`config.mk`:
```
export PLATFORM = sky130hd
export DESIGN_NAME = tx_descriptor_threshold_ctrl
export DESIGN_NICKNAME = d
export VERILOG_FILES = /design/src/pkg/tx_thresh_pkg.sv /design/src/rtl/delay_timer.sv /design/src/rtl/tick_prescaler.sv /design/src/rtl/tx_descriptor_threshold_ctrl.sv
export SDC_FILE = /design/constraint.sdc
export NUM_CORES = 1
export LEC_CHECK = 0
export BUFFER_PORTS_ARGS = -buffer_cell sky130_fd_sc_hd__buf_2
export CORE_ASPECT_RATIO = 0.5
export CORE_MARGIN = 2
export CORE_UTILIZATION = 36
export DETAILED_ROUTE_END_ITERATION = 6
export REMOVE_ABC_BUFFERS = 1
export SYNTH_ARGS = -nofsm -noshare
export SYNTH_HDL_FRONTEND = slang
export SYNTH_HIERARCHICAL = 1
export SYNTH_SLANG_ARGS = --single-unit
```
`constraint.sdc`:
```
create_clock -name clk_i -period 4.87 [get_ports clk_i]
set_input_delay 0.2435 -clock clk_i [delete_from_list [all_inputs] [get_ports clk_i]]
set_output_delay 0.2435 -clock clk_i [all_outputs]
set_load 0.01 [all_outputs]
```
`src/pkg/tx_thresh_pkg.sv`:
```
// Shared constants, field layouts and carrier types for the transmit descriptor threshold block
package tx_thresh_pkg;

  // ----------------------------------------------------------------
  // Register map (byte addresses)
  // ----------------------------------------------------------------
  localparam int unsigned ADR_W = 16;
  localparam logic [15:0] ADDR_PKT_DELAY = 16'h3820;
  localparam logic [15:0] ADDR_QUEUE_CTL = 16'h3828;
  localparam logic [15:0] ADDR_ABS_DELAY = 16'h382C;
  localparam logic [15:0] ADDR_STATUS    = 16'h3830;

  // ----------------------------------------------------------------
  // Reset values and writable bits
  // ----------------------------------------------------------------
  localparam logic [31:0] QUEUE_CTL_RESET = 32'h0000_0000;
  localparam logic [31:0] DELAY_RESET     = 32'h0000_0000;
  localparam logic [31:0] QUEUE_CTL_MASK  = 32'hFF3F_3F3F;
  localparam logic [31:0] DELAY_MASK      = 32'h0000_FFFF;
  localparam int unsigned FLUSH_BIT       = 31;
  localparam int unsigned FLUSH_LANE      = 3;

  // ----------------------------------------------------------------
  // Descriptor geometry
  // ----------------------------------------------------------------
  localparam int unsigned DESC_BYTES      = 16;
  localparam int unsigned DESC_SHIFT      = 4;
  localparam int unsigned LINE_DESC_SHIFT = 4;
  localparam int unsigned LOW_SHIFT       = 3;
  localparam int unsigned CNT_W           = 8;
  localparam int unsigned BYTES_W         = CNT_W + DESC_SHIFT;
  localparam logic [7:0]  BUF_DESC        = 8'h40;
  localparam int unsigned THR_W           = 6;
  localparam int unsigned DELAY_W         = 16;

  // ----------------------------------------------------------------
  // Timer tick: 1.024 us derived from the 25 ns core clock
  // ----------------------------------------------------------------
  localparam int unsigned TICK_NS       = 1024;
  localparam int unsigned CLK_PERIOD_NS = 25;
  localparam int unsigned ACC_W         = 11;
  localparam logic [ACC_W-1:0] ACC_STEP = ACC_W'(CLK_PERIOD_NS);
  localparam logic [ACC_W-1:0] ACC_WRAP = ACC_W'(TICK_NS);

  // ----------------------------------------------------------------
  // Types
  // ----------------------------------------------------------------
  typedef struct packed {
    logic [6:0]       low_level;
    logic             granularity;
    logic [1:0]       rsv2;
    logic [THR_W-1:0] writeback;
    logic [1:0]       rsv1;
    logic [THR_W-1:0] host_avail;
    logic [1:0]       rsv0;
    logic [THR_W-1:0] prefetch;
  } queue_ctl_t;

  typedef struct packed {
    logic done;
    logic tx_ok;
    logic report_status;
    logic irq_delay_enable;
  } desc_event_t;

  typedef enum logic {
    REQ_IDLE = 1'b0,
    REQ_BUSY = 1'b1
  } req_state_t;

endpackage

```
`src/rtl/delay_timer.sv`:
```
// Reloadable countdown timer counting in prescaler ticks
`timescale 1ns/100ps
module delay_timer (
  input  wire logic                              clk_i,
  input  wire logic                              rst_i,
  input  wire logic                              tick_i,
  input  wire logic                              start_i,
  input  wire logic                              halt_i,
  input  wire logic [tx_thresh_pkg::DELAY_W-1:0] reload_i,
  output logic                                   running_o,
  output logic                                   expire_o
);

  logic [tx_thresh_pkg::DELAY_W-1:0] count;
  wire last = count <= tx_thresh_pkg::DELAY_W'(1);

  // Halt beats start so a cancel in the same cycle never leaves a live countdown
  always_ff @(posedge clk_i) begin
    if (rst_i) begin
      count     <= '0;
      running_o <= 1'b0;
      expire_o  <= 1'b0;
    end else begin
      expire_o <= 1'b0;
      if (halt_i) begin
        count     <= reload_i;
        running_o <= 1'b0;
      end else if (start_i) begin
        count     <= reload_i;
        running_o <= reload_i != '0;
      end else if (running_o && tick_i) begin
        if (last) begin
          running_o <= 1'b0;
          expire_o  <= 1'b1;
        end else begin
          count <= count - tx_thresh_pkg::DELAY_W'(1);
        end
      end
    end
  end

endmodule

```
`src/rtl/tick_prescaler.sv`:
```
// Free-running fractional prescaler producing the 1.024 us timer tick
`timescale 1ns/100ps
module tick_prescaler (
  input  wire logic clk_i,
  input  wire logic rst_i,
  output logic      tick_o
);

  logic [tx_thresh_pkg::ACC_W-1:0] acc;
  wire  [tx_thresh_pkg::ACC_W-1:0] acc_sum  = acc + tx_thresh_pkg::ACC_STEP;
  wire                             wrap     = acc_sum >= tx_thresh_pkg::ACC_WRAP;
  // Fractional carry keeps the long-run tick rate exact although 1024/25 is not whole
  wire  [tx_thresh_pkg::ACC_W-1:0] next_acc = wrap ? acc_sum - tx_thresh_pkg::ACC_WRAP : acc_sum;

  always_ff @(posedge clk_i) begin
    if (rst_i) begin
      acc    <= '0;
      tick_o <= 1'b0;
    end else begin
      acc    <= next_acc;
      tick_o <= wrap;
    end
  end

endmodule

```
`src/rtl/tx_descriptor_threshold_ctrl.sv`:
```
// Transmit descriptor prefetch, write-back and interrupt-delay control
//
// The Wishbone register port was chosen for this implementation.
`timescale 1ns/100ps
module tx_descriptor_threshold_ctrl (
  input  wire logic                                  clk_i,
  input  wire logic                                  rst_i,
  // Wishbone classic slave
  input  wire logic                                  wb_cyc_i,
  input  wire logic                                  wb_stb_i,
  input  wire logic                                  wb_we_i,
  input  wire logic [tx_thresh_pkg::ADR_W-1:0]       wb_adr_i,
  input  wire logic [3:0]                            wb_sel_i,
  input  wire logic [31:0]                           wb_dat_i,
  output logic      [31:0]                           wb_dat_o,
  output logic                                       wb_ack_o,
  // Descriptor processing and ring state
  input  wire tx_thresh_pkg::desc_event_t            desc_event_i,
  input  wire logic [15:0]                           host_avail_i,
  // Prefetch request to the descriptor mover
  output logic                                       fetch_req_o,
  output logic      [tx_thresh_pkg::CNT_W-1:0]       fetch_count_o,
  output logic      [tx_thresh_pkg::BYTES_W-1:0]     fetch_bytes_o,
  input  wire logic                                  fetch_ack_i,
  // Write-back request to the descriptor mover
  output logic                                       writeback_req_o,
  output logic      [tx_thresh_pkg::CNT_W-1:0]       writeback_count_o,
  output logic      [tx_thresh_pkg::BYTES_W-1:0]     writeback_bytes_o,
  input  wire logic                                  writeback_ack_i,
  // Interrupt causes towards the cause register
  output logic                                       tx_complete_cause_o,
  output logic                                       desc_low_cause_o
);

  // ----------------------------------------------------------------
  // Helpers
  // ----------------------------------------------------------------
  function automatic logic [31:0] merge_bytes(input logic [31:0] old_val,
                                              input logic [31:0] new_val,
                                              input logic [3:0]  sel,
                                              input logic [31:0] mask);
    logic [31:0] res;
    res = old_val;
    for (int i = 0; i < 4; i++) begin
      if (sel[i]) begin
        res[i*8 +: 8] = new_val[i*8 +: 8];
      end
    end
    return res & mask;
  endfunction

  // Threshold in descriptors; a cache line holds 16 descriptors
  function automatic logic [15:0] thr_to_desc(input logic [tx_thresh_pkg::THR_W-1:0] thr,
                                              input logic                             per_desc);
    logic [15:0] wide;
    wide = 16'(thr);
    return per_desc ? wide : wide << tx_thresh_pkg::LINE_DESC_SHIFT;
  endfunction

  function automatic logic [tx_thresh_pkg::BYTES_W-1:0] to_bytes(
      input logic [tx_thresh_pkg::CNT_W-1:0] cnt);
    return tx_thresh_pkg::BYTES_W'(cnt) << tx_thresh_pkg::DESC_SHIFT;
  endfunction

  function automatic logic word_hit(input logic [tx_thresh_pkg::ADR_W-1:0] adr,
                                    input logic [15:0]                     reg_adr);
    return adr[tx_thresh_pkg::ADR_W-1:2] == reg_adr[15:2];
  endfunction

  // ----------------------------------------------------------------
  // Register file
  // ----------------------------------------------------------------
  tx_thresh_pkg::queue_ctl_t qctl;
  logic [31:0]               abs_delay;
  logic [31:0]               pkt_delay;

  wire bus_req    = wb_cyc_i && wb_stb_i && !wb_ack_o;
  // Writes land at the edge where the master samples ack, as it sees them
  wire bus_wr     = wb_cyc_i && wb_stb_i && wb_we_i && wb_ack_o;
  wire hit_qctl   = word_hit(wb_adr_i, tx_thresh_pkg::ADDR_QUEUE_CTL);
  wire hit_abs    = word_hit(wb_adr_i, tx_thresh_pkg::ADDR_ABS_DELAY);
  wire hit_pkt    = word_hit(wb_adr_i, tx_thresh_pkg::ADDR_PKT_DELAY);
  wire hit_status = word_hit(wb_adr_i, tx_thresh_pkg::ADDR_STATUS);

  // Flush is write-only and self-clearing: it acts once and reads back as zero
  wire flush_pulse = bus_wr && hit_pkt && wb_sel_i[tx_thresh_pkg::FLUSH_LANE]
                     && wb_dat_i[tx_thresh_pkg::FLUSH_BIT];

  wire [31:0] next_qctl = merge_bytes(qctl, wb_dat_i, wb_sel_i,
                                      tx_thresh_pkg::QUEUE_CTL_MASK);
  wire [31:0] next_abs  = merge_bytes(abs_delay, wb_dat_i, wb_sel_i,
                                      tx_thresh_pkg::DELAY_MASK);
  wire [31:0] next_pkt  = merge_bytes(pkt_delay, wb_dat_i, wb_sel_i,
                                      tx_thresh_pkg::DELAY_MASK);

  always_ff @(posedge clk_i) begin
    if (rst_i) begin
      qctl      <= tx_thresh_pkg::QUEUE_CTL_RESET;
      abs_delay <= tx_thresh_pkg::DELAY_RESET;
      pkt_delay <= tx_thresh_pkg::DELAY_RESET;
    end else if (bus_wr) begin
      if (hit_qctl) begin
        qctl <= next_qctl;
      end
      if (hit_abs) begin
        abs_delay <= next_abs;
      end
      if (hit_pkt) begin
        pkt_delay <= next_pkt;
      end
    end
  end

  // ----------------------------------------------------------------
  // Threshold decode
  // ----------------------------------------------------------------
  wire [15:0] prefetch_desc  = thr_to_desc(qctl.prefetch, qctl.granularity);
  wire [15:0] host_desc      = thr_to_desc(qctl.host_avail, qctl.granularity);
  wire [15:0] writeback_desc = thr_to_desc(qctl.writeback, qctl.granularity);
  wire        burst_mode     = qctl.writeback != '0;

  wire [tx_thresh_pkg::DELAY_W-1:0] abs_reload = abs_delay[tx_thresh_pkg::DELAY_W-1:0];
  wire [tx_thresh_pkg::DELAY_W-1:0] pkt_reload = pkt_delay[tx_thresh_pkg::DELAY_W-1:0];

  // ----------------------------------------------------------------
  // Descriptor events and interrupt-delay timers
  // ----------------------------------------------------------------
  wire desc_done = desc_event_i.done;
  wire delayed   = desc_done && desc_event_i.tx_ok && desc_event_i.report_status
                   && desc_event_i.irq_delay_enable;
  wire immediate = desc_done && desc_event_i.report_status
                   && !desc_event_i.irq_delay_enable;

  logic tick;
  logic abs_running;
  logic abs_expire;
  logic pkt_running;
  logic pkt_expire;

  tick_prescaler u_tick (
    .clk_i  (clk_i),
    .rst_i  (rst_i),
    .tick_o (tick)
  );

  // Absolute timer is not re-armed by later descriptors, which bounds the wait
  wire abs_start = delayed && !abs_running;
  wire abs_halt  = immediate || pkt_expire || flush_pulse
                   || abs_reload == '0;

  delay_timer u_abs_timer (
    .clk_i     (clk_i),
    .rst_i     (rst_i),
    .tick_i    (tick),
    .start_i   (abs_start),
    .halt_i    (abs_halt),
    .reload_i  (abs_reload),
    .running_o (abs_running),
    .expire_o  (abs_expire)
  );

  // Packet timer restarts on every delayed descriptor to coalesce completions
  wire pkt_halt = immediate || abs_expire || flush_pulse;

  delay_timer u_pkt_timer (
    .clk_i     (clk_i),
    .rst_i     (rst_i),
    .tick_i    (tick),
    .start_i   (delayed),
    .halt_i    (pkt_halt),
    .reload_i  (pkt_reload),
    .running_o (pkt_running),
    .expire_o  (pkt_expire)
  );

  wire complete_event = immediate || pkt_expire || abs_expire || flush_pulse;
  wire wb_flush_event = pkt_expire || abs_expire || flush_pulse;

  // ----------------------------------------------------------------
  // Prefetch control
  // ----------------------------------------------------------------
  tx_thresh_pkg::req_state_t fetch_state;
  logic [tx_thresh_pkg::CNT_W-1:0] onchip;

  wire [tx_thresh_pkg::CNT_W-1:0] buf_free  = tx_thresh_pkg::BUF_DESC - onchip;
  wire                            host_few  = host_avail_i < 16'(buf_free);
  wire [tx_thresh_pkg::CNT_W-1:0] fetch_num = host_few ? host_avail_i[tx_thresh_pkg::CNT_W-1:0]
                                                       : buf_free;
  wire consider    = 16'(onchip) < prefetch_desc;
  wire host_ready  = host_avail_i >= host_desc && host_avail_i != '0;
  wire fetch_start = fetch_state == tx_thresh_pkg::REQ_IDLE && consider && host_ready
                     && fetch_num != '0;
  wire fetch_done  = fetch_state == tx_thresh_pkg::REQ_BUSY && fetch_ack_i;
  wire onchip_dec  = desc_done && onchip != '0;

  wire [tx_thresh_pkg::CNT_W-1:0] fetch_add  = fetch_done ? fetch_count_o : '0;
  wire [tx_thresh_pkg::CNT_W-1:0] next_onchip = onchip + fetch_add
                                                - tx_thresh_pkg::CNT_W'(onchip_dec);

  always_ff @(posedge clk_i) begin
    if (rst_i) begin
      fetch_state   <= tx_thresh_pkg::REQ_IDLE;
      fetch_count_o <= '0;
      fetch_bytes_o <= '0;
      onchip        <= '0;
    end else begin
      onchip <= next_onchip;
      if (fetch_start) begin
        fetch_state   <= tx_thresh_pkg::REQ_BUSY;
        fetch_count_o <= fetch_num;
        fetch_bytes_o <= to_bytes(fetch_num);
      end else if (fetch_done) begin
        fetch_state <= tx_thresh_pkg::REQ_IDLE;
      end
    end
  end

  assign fetch_req_o = fetch_state == tx_thresh_pkg::REQ_BUSY;

  // ----------------------------------------------------------------
  // Write-back control
  // ----------------------------------------------------------------
  tx_thresh_pkg::req_state_t wb_state;
  logic [tx_thresh_pkg::CNT_W-1:0] wb_pending;
  logic                            armed;
  logic                            flush_hold;

  // Bursting takes every descriptor after a report-status one until the pending write-back count drains to zero
  wire count_req  = desc_event_i.report_status;
  wire count_all  = qctl.granularity;
  wire count_arm  = burst_mode && (armed || desc_event_i.report_status);
  wire wb_inc     = desc_done && (count_req || count_all || count_arm);

  wire wb_reached = 16'(wb_pending) >= writeback_desc;
  wire wb_start   = wb_state == tx_thresh_pkg::REQ_IDLE && wb_pending != '0
                    && (wb_reached || flush_hold);
  wire wb_done    = wb_state == tx_thresh_pkg::REQ_BUSY && writeback_ack_i;

  wire [tx_thresh_pkg::CNT_W-1:0] wb_sub = wb_done ? writeback_count_o : '0;
  wire [tx_thresh_pkg::CNT_W-1:0] next_pending = wb_pending + tx_thresh_pkg::CNT_W'(wb_inc)
                                                 - wb_sub;
  wire next_armed = (desc_done && desc_event_i.report_status)
                    || (armed && next_pending != '0);

  // A flush that lands while a burst is in flight is kept for the next burst
  wire next_flush = wb_flush_event || (flush_hold && !wb_start);

  always_ff @(posedge clk_i) begin
    if (rst_i) begin
      wb_state          <= tx_thresh_pkg::REQ_IDLE;
      wb_pending        <= '0;
      armed             <= 1'b0;
      flush_hold        <= 1'b0;
      writeback_count_o <= '0;
      writeback_bytes_o <= '0;
    end else begin
      wb_pending <= next_pending;
      armed      <= next_armed;
      flush_hold <= next_flush;
      if (wb_start) begin
        wb_state          <= tx_thresh_pkg::REQ_BUSY;
        writeback_count_o <= wb_pending;
        writeback_bytes_o <= to_bytes(wb_pending);
      end else if (wb_done) begin
        wb_state <= tx_thresh_pkg::REQ_IDLE;
      end
    end
  end

  assign writeback_req_o = wb_state == tx_thresh_pkg::REQ_BUSY;

  // ----------------------------------------------------------------
  // Descriptor-low detection
  // ----------------------------------------------------------------
  logic [15:0] prev_avail;

  wire [15:0] avail     = host_avail_i + 16'(onchip);
  wire [15:0] low_level = 16'(qctl.low_level) << tx_thresh_pkg::LOW_SHIFT;
  wire        low_hit   = qctl.low_level != '0
                          && prev_avail == low_level + 16'h0001
                          && avail == low_level;

  always_ff @(posedge clk_i) begin
    if (rst_i) begin
      prev_avail          <= '0;
      desc_low_cause_o    <= 1'b0;
      tx_complete_cause_o <= 1'b0;
    end else begin
      prev_avail          <= avail;
      desc_low_cause_o    <= low_hit;
      tx_complete_cause_o <= complete_event;
    end
  end

  // ----------------------------------------------------------------
  // Read path and acknowledge
  // ----------------------------------------------------------------
  wire [31:0] status_word = {12'h000, writeback_req_o, fetch_req_o, pkt_running, abs_running,
                             wb_pending, onchip};
  wire [31:0] rd_data = hit_qctl   ? qctl      :
                        hit_abs    ? abs_delay :
                        hit_pkt    ? pkt_delay :
                        hit_status ? status_word : 32'h0000_0000;

  // Every access is answered one cycle later; unmapped reads return zero
  always_ff @(posedge clk_i) begin
    if (rst_i) begin
      wb_ack_o <= 1'b0;
      wb_dat_o <= '0;
    end else begin
      wb_ack_o <= bus_req;
      if (bus_req && !wb_we_i) begin
        wb_dat_o <= rd_data;
      end
    end
  end

endmodule

```
# ---- Word level (Yosys, flattened, before mapping)
# Cells that the tools add are included.
dict set report totals {
  out_inout_bits 77
  reg_bits 193
  wordCells 176
  in_bits 79
}
dict set report classes {
  eq_ne 8
  n_mux 31
  bitwise_logic 4
  magnitude_cmp 7
  n_reduce_logical 85
  addsub 11
}
# cell n
set ops {}
lappend ops {{2-to-1 mux 16 bit} 8}
lappend ops {{2-to-1 mux 20 bit} 3}
lappend ops {{equality test 14 x 12 -> 1 bit, second input constant} 4}
lappend ops {{nonzero test 16 bit} 3}
lappend ops {{<= comparator 16 x 1 -> 1 bit, second input constant} 2}
lappend ops {{2-to-1 mux 32 bit} 1}
lappend ops {{nonzero test 8 bit} 4}
lappend ops {{subtractor 16 x 1 -> 16 bit, second input constant} 2}
lappend ops {{logical AND 1 bit} 31}
lappend ops {{2-to-1 mux 10 bit} 3}
lappend ops {{2-to-1 mux 8 bit} 3}
lappend ops {{AND reduction 3 bit} 8}
lappend ops {{adder 16 x 8 -> 16 bit} 1}
lappend ops {{equality test 16 x 10 -> 1 bit} 1}
lappend ops {{equality test 16 x 11 -> 1 bit} 1}
lappend ops {{>= comparator 16 x 10 -> 1 bit} 1}
lappend ops {{logical NOT 16 bit} 1}
lappend ops {{less-than comparator 16 x 8 -> 1 bit} 1}
lappend ops {{logical OR 1 bit} 15}
lappend ops {{2-to-1 mux 1 bit} 12}
lappend ops {{nonzero test 2 bit} 6}
lappend ops {{adder 10 x 1 -> 11 bit, second input constant} 1}
lappend ops {{adder 11 x 5 -> 11 bit, second input constant} 1}
lappend ops {{>= comparator 11 bit, second input constant} 1}
lappend ops {{18 further kinds} 32}

# ---- Logic depth before layout (Yosys ltp)
# Gate-level depths: netlist (run 1).
dict set report logic_depth {
  depth_word 10
  ltp_mapped 16
  mapped_depth_nobuf 16
}

# ---- By module
# The synthesis (run 1) kept the hierarchy.
# mod cells_per_inst area_per_inst_um2 seq_area_each_um2 instances
set by_module_without_submodules {}
lappend by_module_without_submodules {tx_descriptor_threshold_ctrl 965 8443.1 2862.7 1}
lappend by_module_without_submodules {delay_timer 125 1077.3 360.3 2}
lappend by_module_without_submodules {tick_prescaler 50 479.2 240.2 1}

# ---- Least setup slack after synthesis (run 1)
# OpenSTA, ideal clock, no wires.
dict set report synth_timing {
  kind {flip-flop to flip-flop}
  startpoint {register onchip[1] (netlist bit)}
  endpoint {register fetch_count_o[2] (netlist bit)}
  synth_period_minus_slack_ps 2999
  arrival_time_ps 2883
  stages_incl_launch_ff 14
  required_ps 4754
  setup_slack_ps 1871
  setup_time_ps 116
  path_cell_list {dfxtp_1 -> inv_1 -> ha_1 -> and3_1 -> xnor2_1 -> ha_1 -> a21o_1 -> a21o_1 -> a2111o_1 -> o21ai_2 -> nor4_4 -> or2_1 -> buf_6 -> o211a_1}
}
dict set report synth_via {
  elab_chain_len 5
  word_cells_on_any_way 8
  cone_classes {add/sub (1); order compare (2); mux (1); reduce/logical (4)}
}
# element line
set synth_lines {}
lappend synth_lines {{start, declared} tx_descriptor_threshold_ctrl.sv:183} ;# logic [tx_thresh_pkg::CNT_W-1:0] onchip;
lappend synth_lines {{start signal, assigned} tx_descriptor_threshold_ctrl.sv:207} ;# onchip <= next_onchip;
lappend synth_lines {{subtractor 7 x 8 -> 8 bit} tx_descriptor_threshold_ctrl.sv:185} ;# wire [tx_thresh_pkg::CNT_W-1:0] buf_free = tx_thresh_pkg::BUF_DESC - onchip;
lappend synth_lines {{less-than comparator 16 x 8 -> 1 bit} tx_descriptor_threshold_ctrl.sv:186} ;# wire host_few = host_avail_i < 16'(buf_free);
lappend synth_lines {{2-to-1 mux 8 bit} tx_descriptor_threshold_ctrl.sv:187} ;# wire [tx_thresh_pkg::CNT_W-1:0] fetch_num = host_few ? host_avail_i[tx_thresh_pkg::CNT_W-1:0]
lappend synth_lines {{nonzero test 8 bit} tx_descriptor_threshold_ctrl.sv:192} ;# && fetch_num != '0;
lappend synth_lines {{logical AND 1 bit} tx_descriptor_threshold_ctrl.sv:192}
lappend synth_lines {{end signal, assigned} tx_descriptor_threshold_ctrl.sv:210} ;# fetch_count_o <= fetch_num;
lappend synth_lines {{end, declared} tx_descriptor_threshold_ctrl.sv:22} ;# output logic [tx_thresh_pkg::CNT_W-1:0] fetch_count_o,
# Parallel ways exist; a longest one is shown, timed or not.
# A chain may end at the register's enable or synchronous reset.

# ---- Final worst setup path (run 1)
dict set report layout_timing {
  startpoint {register onchip[0] (netlist bit)}
  endpoint {register fetch_count_o[2] (netlist bit)}
}
# The elaborated chain is that of the path after synthesis.

==> results of run 1 <==
[per-layer routing]
layer  vias up  track usage (%)  share of wire [%]
li1       4704                -                  -
met5         -                0                  0
met1      4734            25.20                 45
met2       237            34.34                 49
met4         0            5.743                1.8
met3        40            2.822                3.9
[cells by family (layout without fill, tap and decap cells)]
family	Yosys count	after routing
simple gates	470	470
mux	80	80
compound gates	238	238
buf+inv	133	226
other cells	2	11
flops	191	191
xor+xnor	72	72
fa+ha+maj	79	79
[report_power, final]
group | switching, mW | leakage, nW | internal (mW) | total, mW
combinational | 1.12 | 3.22 | 0.896 | 2.02
clock | 0.682 | 0.270 | 0.673 | 1.36
sequential | 0.226 | 1.56 | 1.73 | 1.96
[synth_stat cells, types with 34 or more instances]
cell type / instances / share of area, %
a211oi_1: 36 / 2.4
a21oi_1: 53 / 2.4
clkbuf_1: 42 / 1.4
dfxtp_1: 191 / 35
ha_1: 76 / 8.6
inv_1: 38 / 1.3
mux2i_1: 78 / 7.0
nand2_1: 82 / 2.8
nor2_1: 191 / 6.5
o21ai_0: 34 / 1.5
xnor2_1: 35 / 2.8
xor2_1: 35 / 2.8
[area by class of cell]
type / instances / area (um2) / share of cell area [%]
clock buffers: 18 / 429.2 / 3.435
clock inverters: 14 / 127.6 / 1.022
inverters: 42 / 157.7 / 1.262
multi-input cells: 950 / 6665 / 53.35
flip-flops and latches: 191 / 3824 / 30.61
well taps: 399 / 499.2 / 3.996
repair buffers: 152 / 790.8 / 6.330
[sequential cells by signal, indices dropped and copies added, names as in the netlist, 7 cells and up]
signal             flops
abs_delay             16
fetch_count_o          8
low_level              7
onchip                 8
pkt_delay             16
prev_avail            16
qctl                  18
u_abs_timer/count     16
u_pkt_timer/count     16
u_tick/acc            11
wb_dat_o              30
wb_pending             8
writeback_count_o      8
[worst max-delay path, stage by stage, from the launching register on]
cell,delay [ns]
dfxtp_1,0.44
nor2_1,0.24
a41oi_1,0.15
a21oi_1,0.36
inv_1,0.10
ha_1,0.30
a21o_1,0.16
a21o_1,0.18
a2111o_1,0.46
o21ai_2,0.20
nor4_4,0.09
or2_1,0.38
o211a_1,0.27
[metrics by stage]
| stage | worst slack, ns | cell area (um2) | power (mW) | hold slack [ns] |
|---|---|---|---|---|
| floorplan | 1.472 | 10620 | 3.422 | 0.3081 |
| CTS | 1.446 | 12490 | 5.348 | 0.01509 |
| global placement | 1.548 | 11940 | 3.935 | 0.4420 |
| finish | 1.434 | 12490 | 5.328 | 0.02950 |
| detailed placement | 1.461 | 11940 | 3.987 | 0.4460 |
| global route | 1.276 | 12490 | 5.702 | 0.03588 |
[worst min path at each step]
stage                                    from                           endpoint  slack (ns)  depth (start not counted)
CTS                              wb_dat_i[18]              qctl[18]$_SDFFE_PP0P_        0.02                          3
finish                           wb_dat_i[18]              qctl[18]$_SDFFE_PP0P_        0.03                          3
floorplan                               rst_i  u_abs_timer/count[1]$_SDFFE_PP0P_        0.31                          1
global placement    wb_dat_o[25]$_SDFFE_PP0P_          wb_dat_o[25]$_SDFFE_PP0P_        0.44                          2
detailed placement  wb_dat_o[25]$_SDFFE_PP0P_          wb_dat_o[25]$_SDFFE_PP0P_        0.45                          2
global route                     wb_dat_i[20]              qctl[20]$_SDFFE_PP0P_        0.04                          3
==> flow_summary.ini, run 1 <==
[logic_synthesis]
postSynthAreaPerCell_um2 = 8.756
synthArstFlopShare_pct = 0
synth_compound_area_share_pct = 15.87
synth_top_family_by_area = simple AND/OR/NAND/NOR gates
synth_top_flop_cell = dfxtp_1
mappedNetlistArea_um2 = 11080
yosysUniqueCellTypes = 81
synthCells = 1265
synth-seq-area-share_pct = 34.52
synthMuxAreaShare_pct = 7.320
synth-edff-count = 0
synth-seq-cells = 191
synth_adder_area_share_pct = 9.127
ys_warn_count = 6
synthSimpleGateAreaFrac_pct = 21.33
synth_xor_xnor_area_share_pct = 5.896

[worst_setup_path]
reg2reg_from = onchip[0]$_SDFF_PP0_
crit_fanout = 9
r2r.worst_path.cells = 12
critPathLaunch = onchip[0]$_SDFF_PP0_
reg2reg_slack_ns = 1.43
startpoint_type = flip-flop
cp_data_arrival_time_ns = 3.78
crit_type = flip-flop to flip-flop
endpoint = fetch_count_o[2]$_SDFFE_PP0P_
reg2reg_to = fetch_count_o[2]$_SDFFE_PP0P_
end_kind = flip-flop
cp.required_ns = 5.21

[timing]
slew_headroom_pct = 13.65
fin_setup_tns_ns = 0
setup_viol = 0
fin_skew_ns = 0.01282
finalCritPeriodShare_pct = 70.56
tightestPinTransition_ns = 1.294
rsz0062_at_grt = no
clock.fmax_ghz = 0.2910
slew_viol_final = 0
hold_viol = 0
period_needed_ns = 3.436

[clock_tree]
htree_levels = 4
cts_resized = 0
cts_setup_buffers = 0
cts_hold_buf = 0
clkTransAtPathRegs_ns = 0.08
clkLatencyLatePin_ns = 0.45
clock_path_buffers = 2
cts_buffers = 17
cts_tree = built
cts-root-buf = clkbuf_16
clkSinkCount = 191

[global_route]
grt_overflow_total = 0
grt_usage_pct = 19.60
grt_pass1_wl_mm = 50.35
grt_max_degree = 64
grt_pass1_vias = 9337
antenna_found_initial = 0

[die]
die-width_um = 252.1
start_util_pct = 36.57
die_height_um = 128.0
rows = 45
coreArea_um2 = 30290
design.die.area_um2 = 32270
io_pins = 156

[cells_and_area]
drive_above_1_share_pct = 16.53
antenna_cells = 0
n_fill_cell = 3023
final_common_cell = dfxtp_1
final_util_pct = 41.24
final_nets = 1512
final_cell_mix = dfxtp_1, nor2_1, buf_2
layout.cells.non_filler = 1766
area_growth_pct = 12.79

[route]
postRouteAntennaNets = 0
vias = 9715
finalWirelength_mm = 31.41
wl_per_cell_um = 17.78
drt_pass1_iterations = 6
drc = 0
viasPerCell = 5.501
drt_iter0_markers = 770

[power]
vdd_drop_max_mv = 0.2144
leakage_nw = 5.051
cellPowerDensity_nw_per_um2 = 426.5

[worst_hold_path]
hold_class = input pin to flip-flop

[outcome]
status = completed

[place]
port_buffers = 141
gp_congestion = 0.8443
dp_cells = 1734
hpwlAfterDp_mm = 23.01

[flow_run]
maxCapViolCount = 0
No activity file was read; power rests on OpenSTA's default activity.
==> run 2: changes to the inputs <==
Clock period 4.87 ns to 3.3 ns, I/O delays scaled along.
==> run 2 against run 1 <==
  * Clock skew hardly changed
  * Fmax rose by 12%
  * Critical path type unchanged
  * Worst hold slack worse by 0.015 ns
  * Highest routed layer unchanged
  * Count of clock-buffer cells in the layout rose by 1
==> flow_summary.ini, run 2 (synthesized netlist as in run 1, its figures left out) <==
[global_route]
grt_overflow_total = 0
grt_max_degree = 160
grt_usage_pct = 19.64
grt_pass1_wl_mm = 50.18
antenna_found_initial = 1
grt_pass1_vias = 9373

[clock_tree]
cts_setup_buffers = 0
clkTransAtPathRegs_ns = 0.08
clkLatencyLatePin_ns = 0.45
cts_tree = built
cts-root-buf = clkbuf_16
clock_path_buffers = 2
clkSinkCount = 191
cts_buffers = 17
htree_levels = 4

[die]
start_util_pct = 36.57
die_height_um = 128.0
design.die.area_um2 = 32270
rows = 45
io_pins = 156
coreArea_um2 = 30290
die-width_um = 252.1

[power]
leakage_nw = 5.264
vdd_drop_max_mv = 0.3342
p_int_mw = 5.232
p_seq_share_pct = 34.3
cellPowerDensity_nw_per_um2 = 638.2
p_sw_share_pct = 36.66
p_sw_mw = 3.028
p_clk_share_pct = 27.4
p_comb_share_pct = 38.2

[place]
port_buffers = 141
pre_cts_ws_ns = 0.1113
hpwlAfterDp_mm = 23.23
gp_congestion = 0.8800

[route]
finalWirelength_mm = 31.53
viasPerCell = 5.452
drt_iter0_markers = 687
vias = 9830
drt_pass1_iterations = 5
postRouteAntennaNets = 0
wl_per_cell_um = 17.49
drc = 0

[worst_hold_path]
hold_class = input pin to flip-flop
holdPathStages = 3

[timing]
finalCritPeriodShare_pct = 92.56
setup_ws_ns = 0.2455
fin_skew_ns = 0.01249
setup_viol = 0
tightestPinTransition_ns = 1.253
slew_viol_final = 0
hold_viol = 0
period_needed_ns = 3.054
slew_headroom_pct = 16.39
clock.fmax_ghz = 0.3274
rsz0062_at_grt = no

[cells_and_area]
final_util_pct = 42.72
final_nets = 1548
final_cell_mix = dfxtp_1, nor2_1, buf_2
largest_register_ffs = 30
final_common_cell = dfxtp_1
top_register = wb_dat_o
top_regs = wb_dat_o: 30 flops, qctl: 18 flops
area_growth_pct = 16.83
drive_above_1_share_pct = 17.18

[worst_setup_path]
cp_data_arrival_time_ns = 3.39
crit_fanout = 9
crit_type = flip-flop to flip-flop
startpoint_type = flip-flop
cp.required_ns = 3.64
r2r.worst_path.cells = 12
end_kind = flip-flop
reg2reg_slack_ns = 0.25

[outcome]
status = completed

[flow_run]
maxCapViolCount = 0
[run 2: cell count changes in the layout (fill, tap and decap cells not counted), moves of 2 or more]
cell           previous run  this run
inv_6                     3         5
buf_4                    12        23
clkinv_4                  3         1
bufinv_16                 0         3
clkinvlp_4                2         0
clkinv_2                  2         0
dlygate4sd3_1             0        24
[run 2: power groups by stage]
stage | Sequential [mW] | Combinational, mW | Clock (mW)
after floorplan | 2.88 | 2.17 | 0
after global placement | 2.87 | 3.04 | 0
after detailed placement | 2.88 | 3.10 | 0
after CTS | 2.83 | 3.14 | 2.30
after global routing | 2.87 | 3.53 | 2.41
final | 2.84 | 3.16 | 2.26
[run 2: path summary, 6_finish.rpt]
path,start,endpoint
worst min register to register,wb_dat_o[31]$_SDFFE_PP0P_,wb_dat_o[31]$_SDFFE_PP0P_
worst min-delay path,wb_dat_i[10],qctl[10]$_SDFFE_PP0P_
worst max-delay path,onchip[0]$_SDFF_PP0_,fetch_count_o[2]$_SDFFE_PP0P_
worst max register to register,onchip[0]$_SDFF_PP0_,fetch_count_o[2]$_SDFFE_PP0P_
[run 2: what timing repair did]
item,4_1_cts,5_1_grt
hold buffers,24,0
setup endpoints to repair,0,11
hold endpoints to repair,34,0
resized for setup,0,4
[run 2: area by class of cell]
type / instances / area (um2)
timing repair buffer: 188 / 1134
inverter: 42 / 157.7
antenna: 1 / 2.502
multi-input combinational: 950 / 6684
clock buffer: 19 / 442.9
tap: 399 / 499.2
clock inverter: 13 / 197.7
fill: 2972 / 17350
sequential: 191 / 3824
[run 2: metal layers]
metal  vias up  share of wire (%)  wire, um  global-route usage, %
li1       4785                  -         -                      -
met1      4759                 45     14180                  25.26
met2       233                 48     15070                  32.73
met3        53                4.6      1455                  3.594
met4         0                2.6       822                  7.936
met5         -                  0         0                      0
[run 2: critical path, stage by stage (launching register included)]
cell      delay (ns)
dfxtp_1         0.43
inv_1           0.09
ha_2            0.21
and3_1          0.19
xnor2_1         0.16
ha_1            0.20
a21o_1          0.17
a21o_1          0.17
a2111o_1        0.45
o21ai_2         0.21
nor4_4          0.10
or2_4           0.32
o211a_1         0.24
[run 2: metrics by stage]
| stage | TNS [ns] | instances | total power [mW] | hold slack (ns) | cell area [um2] |
|---|---|---|---|---|---|
| 5_1_grt | 0 | 1803 | 8.810 | 0.001227 | 12940 |
| 2_1_floorplan | -0.2360 | 1183 | 5.050 | 0.2296 | 10620 |
| 3_5_place_dp | 0 | 1746 | 5.975 | 0.4093 | 12040 |
| 3_3_place_gp | 0 | 1746 | 5.909 | 0.4003 | 12040 |
| 6_report | 0 | 1803 | 8.259 | 0.01405 | 12940 |
| 4_1_cts | 0 | 1802 | 8.274 | 0.0001805 | 12920 |
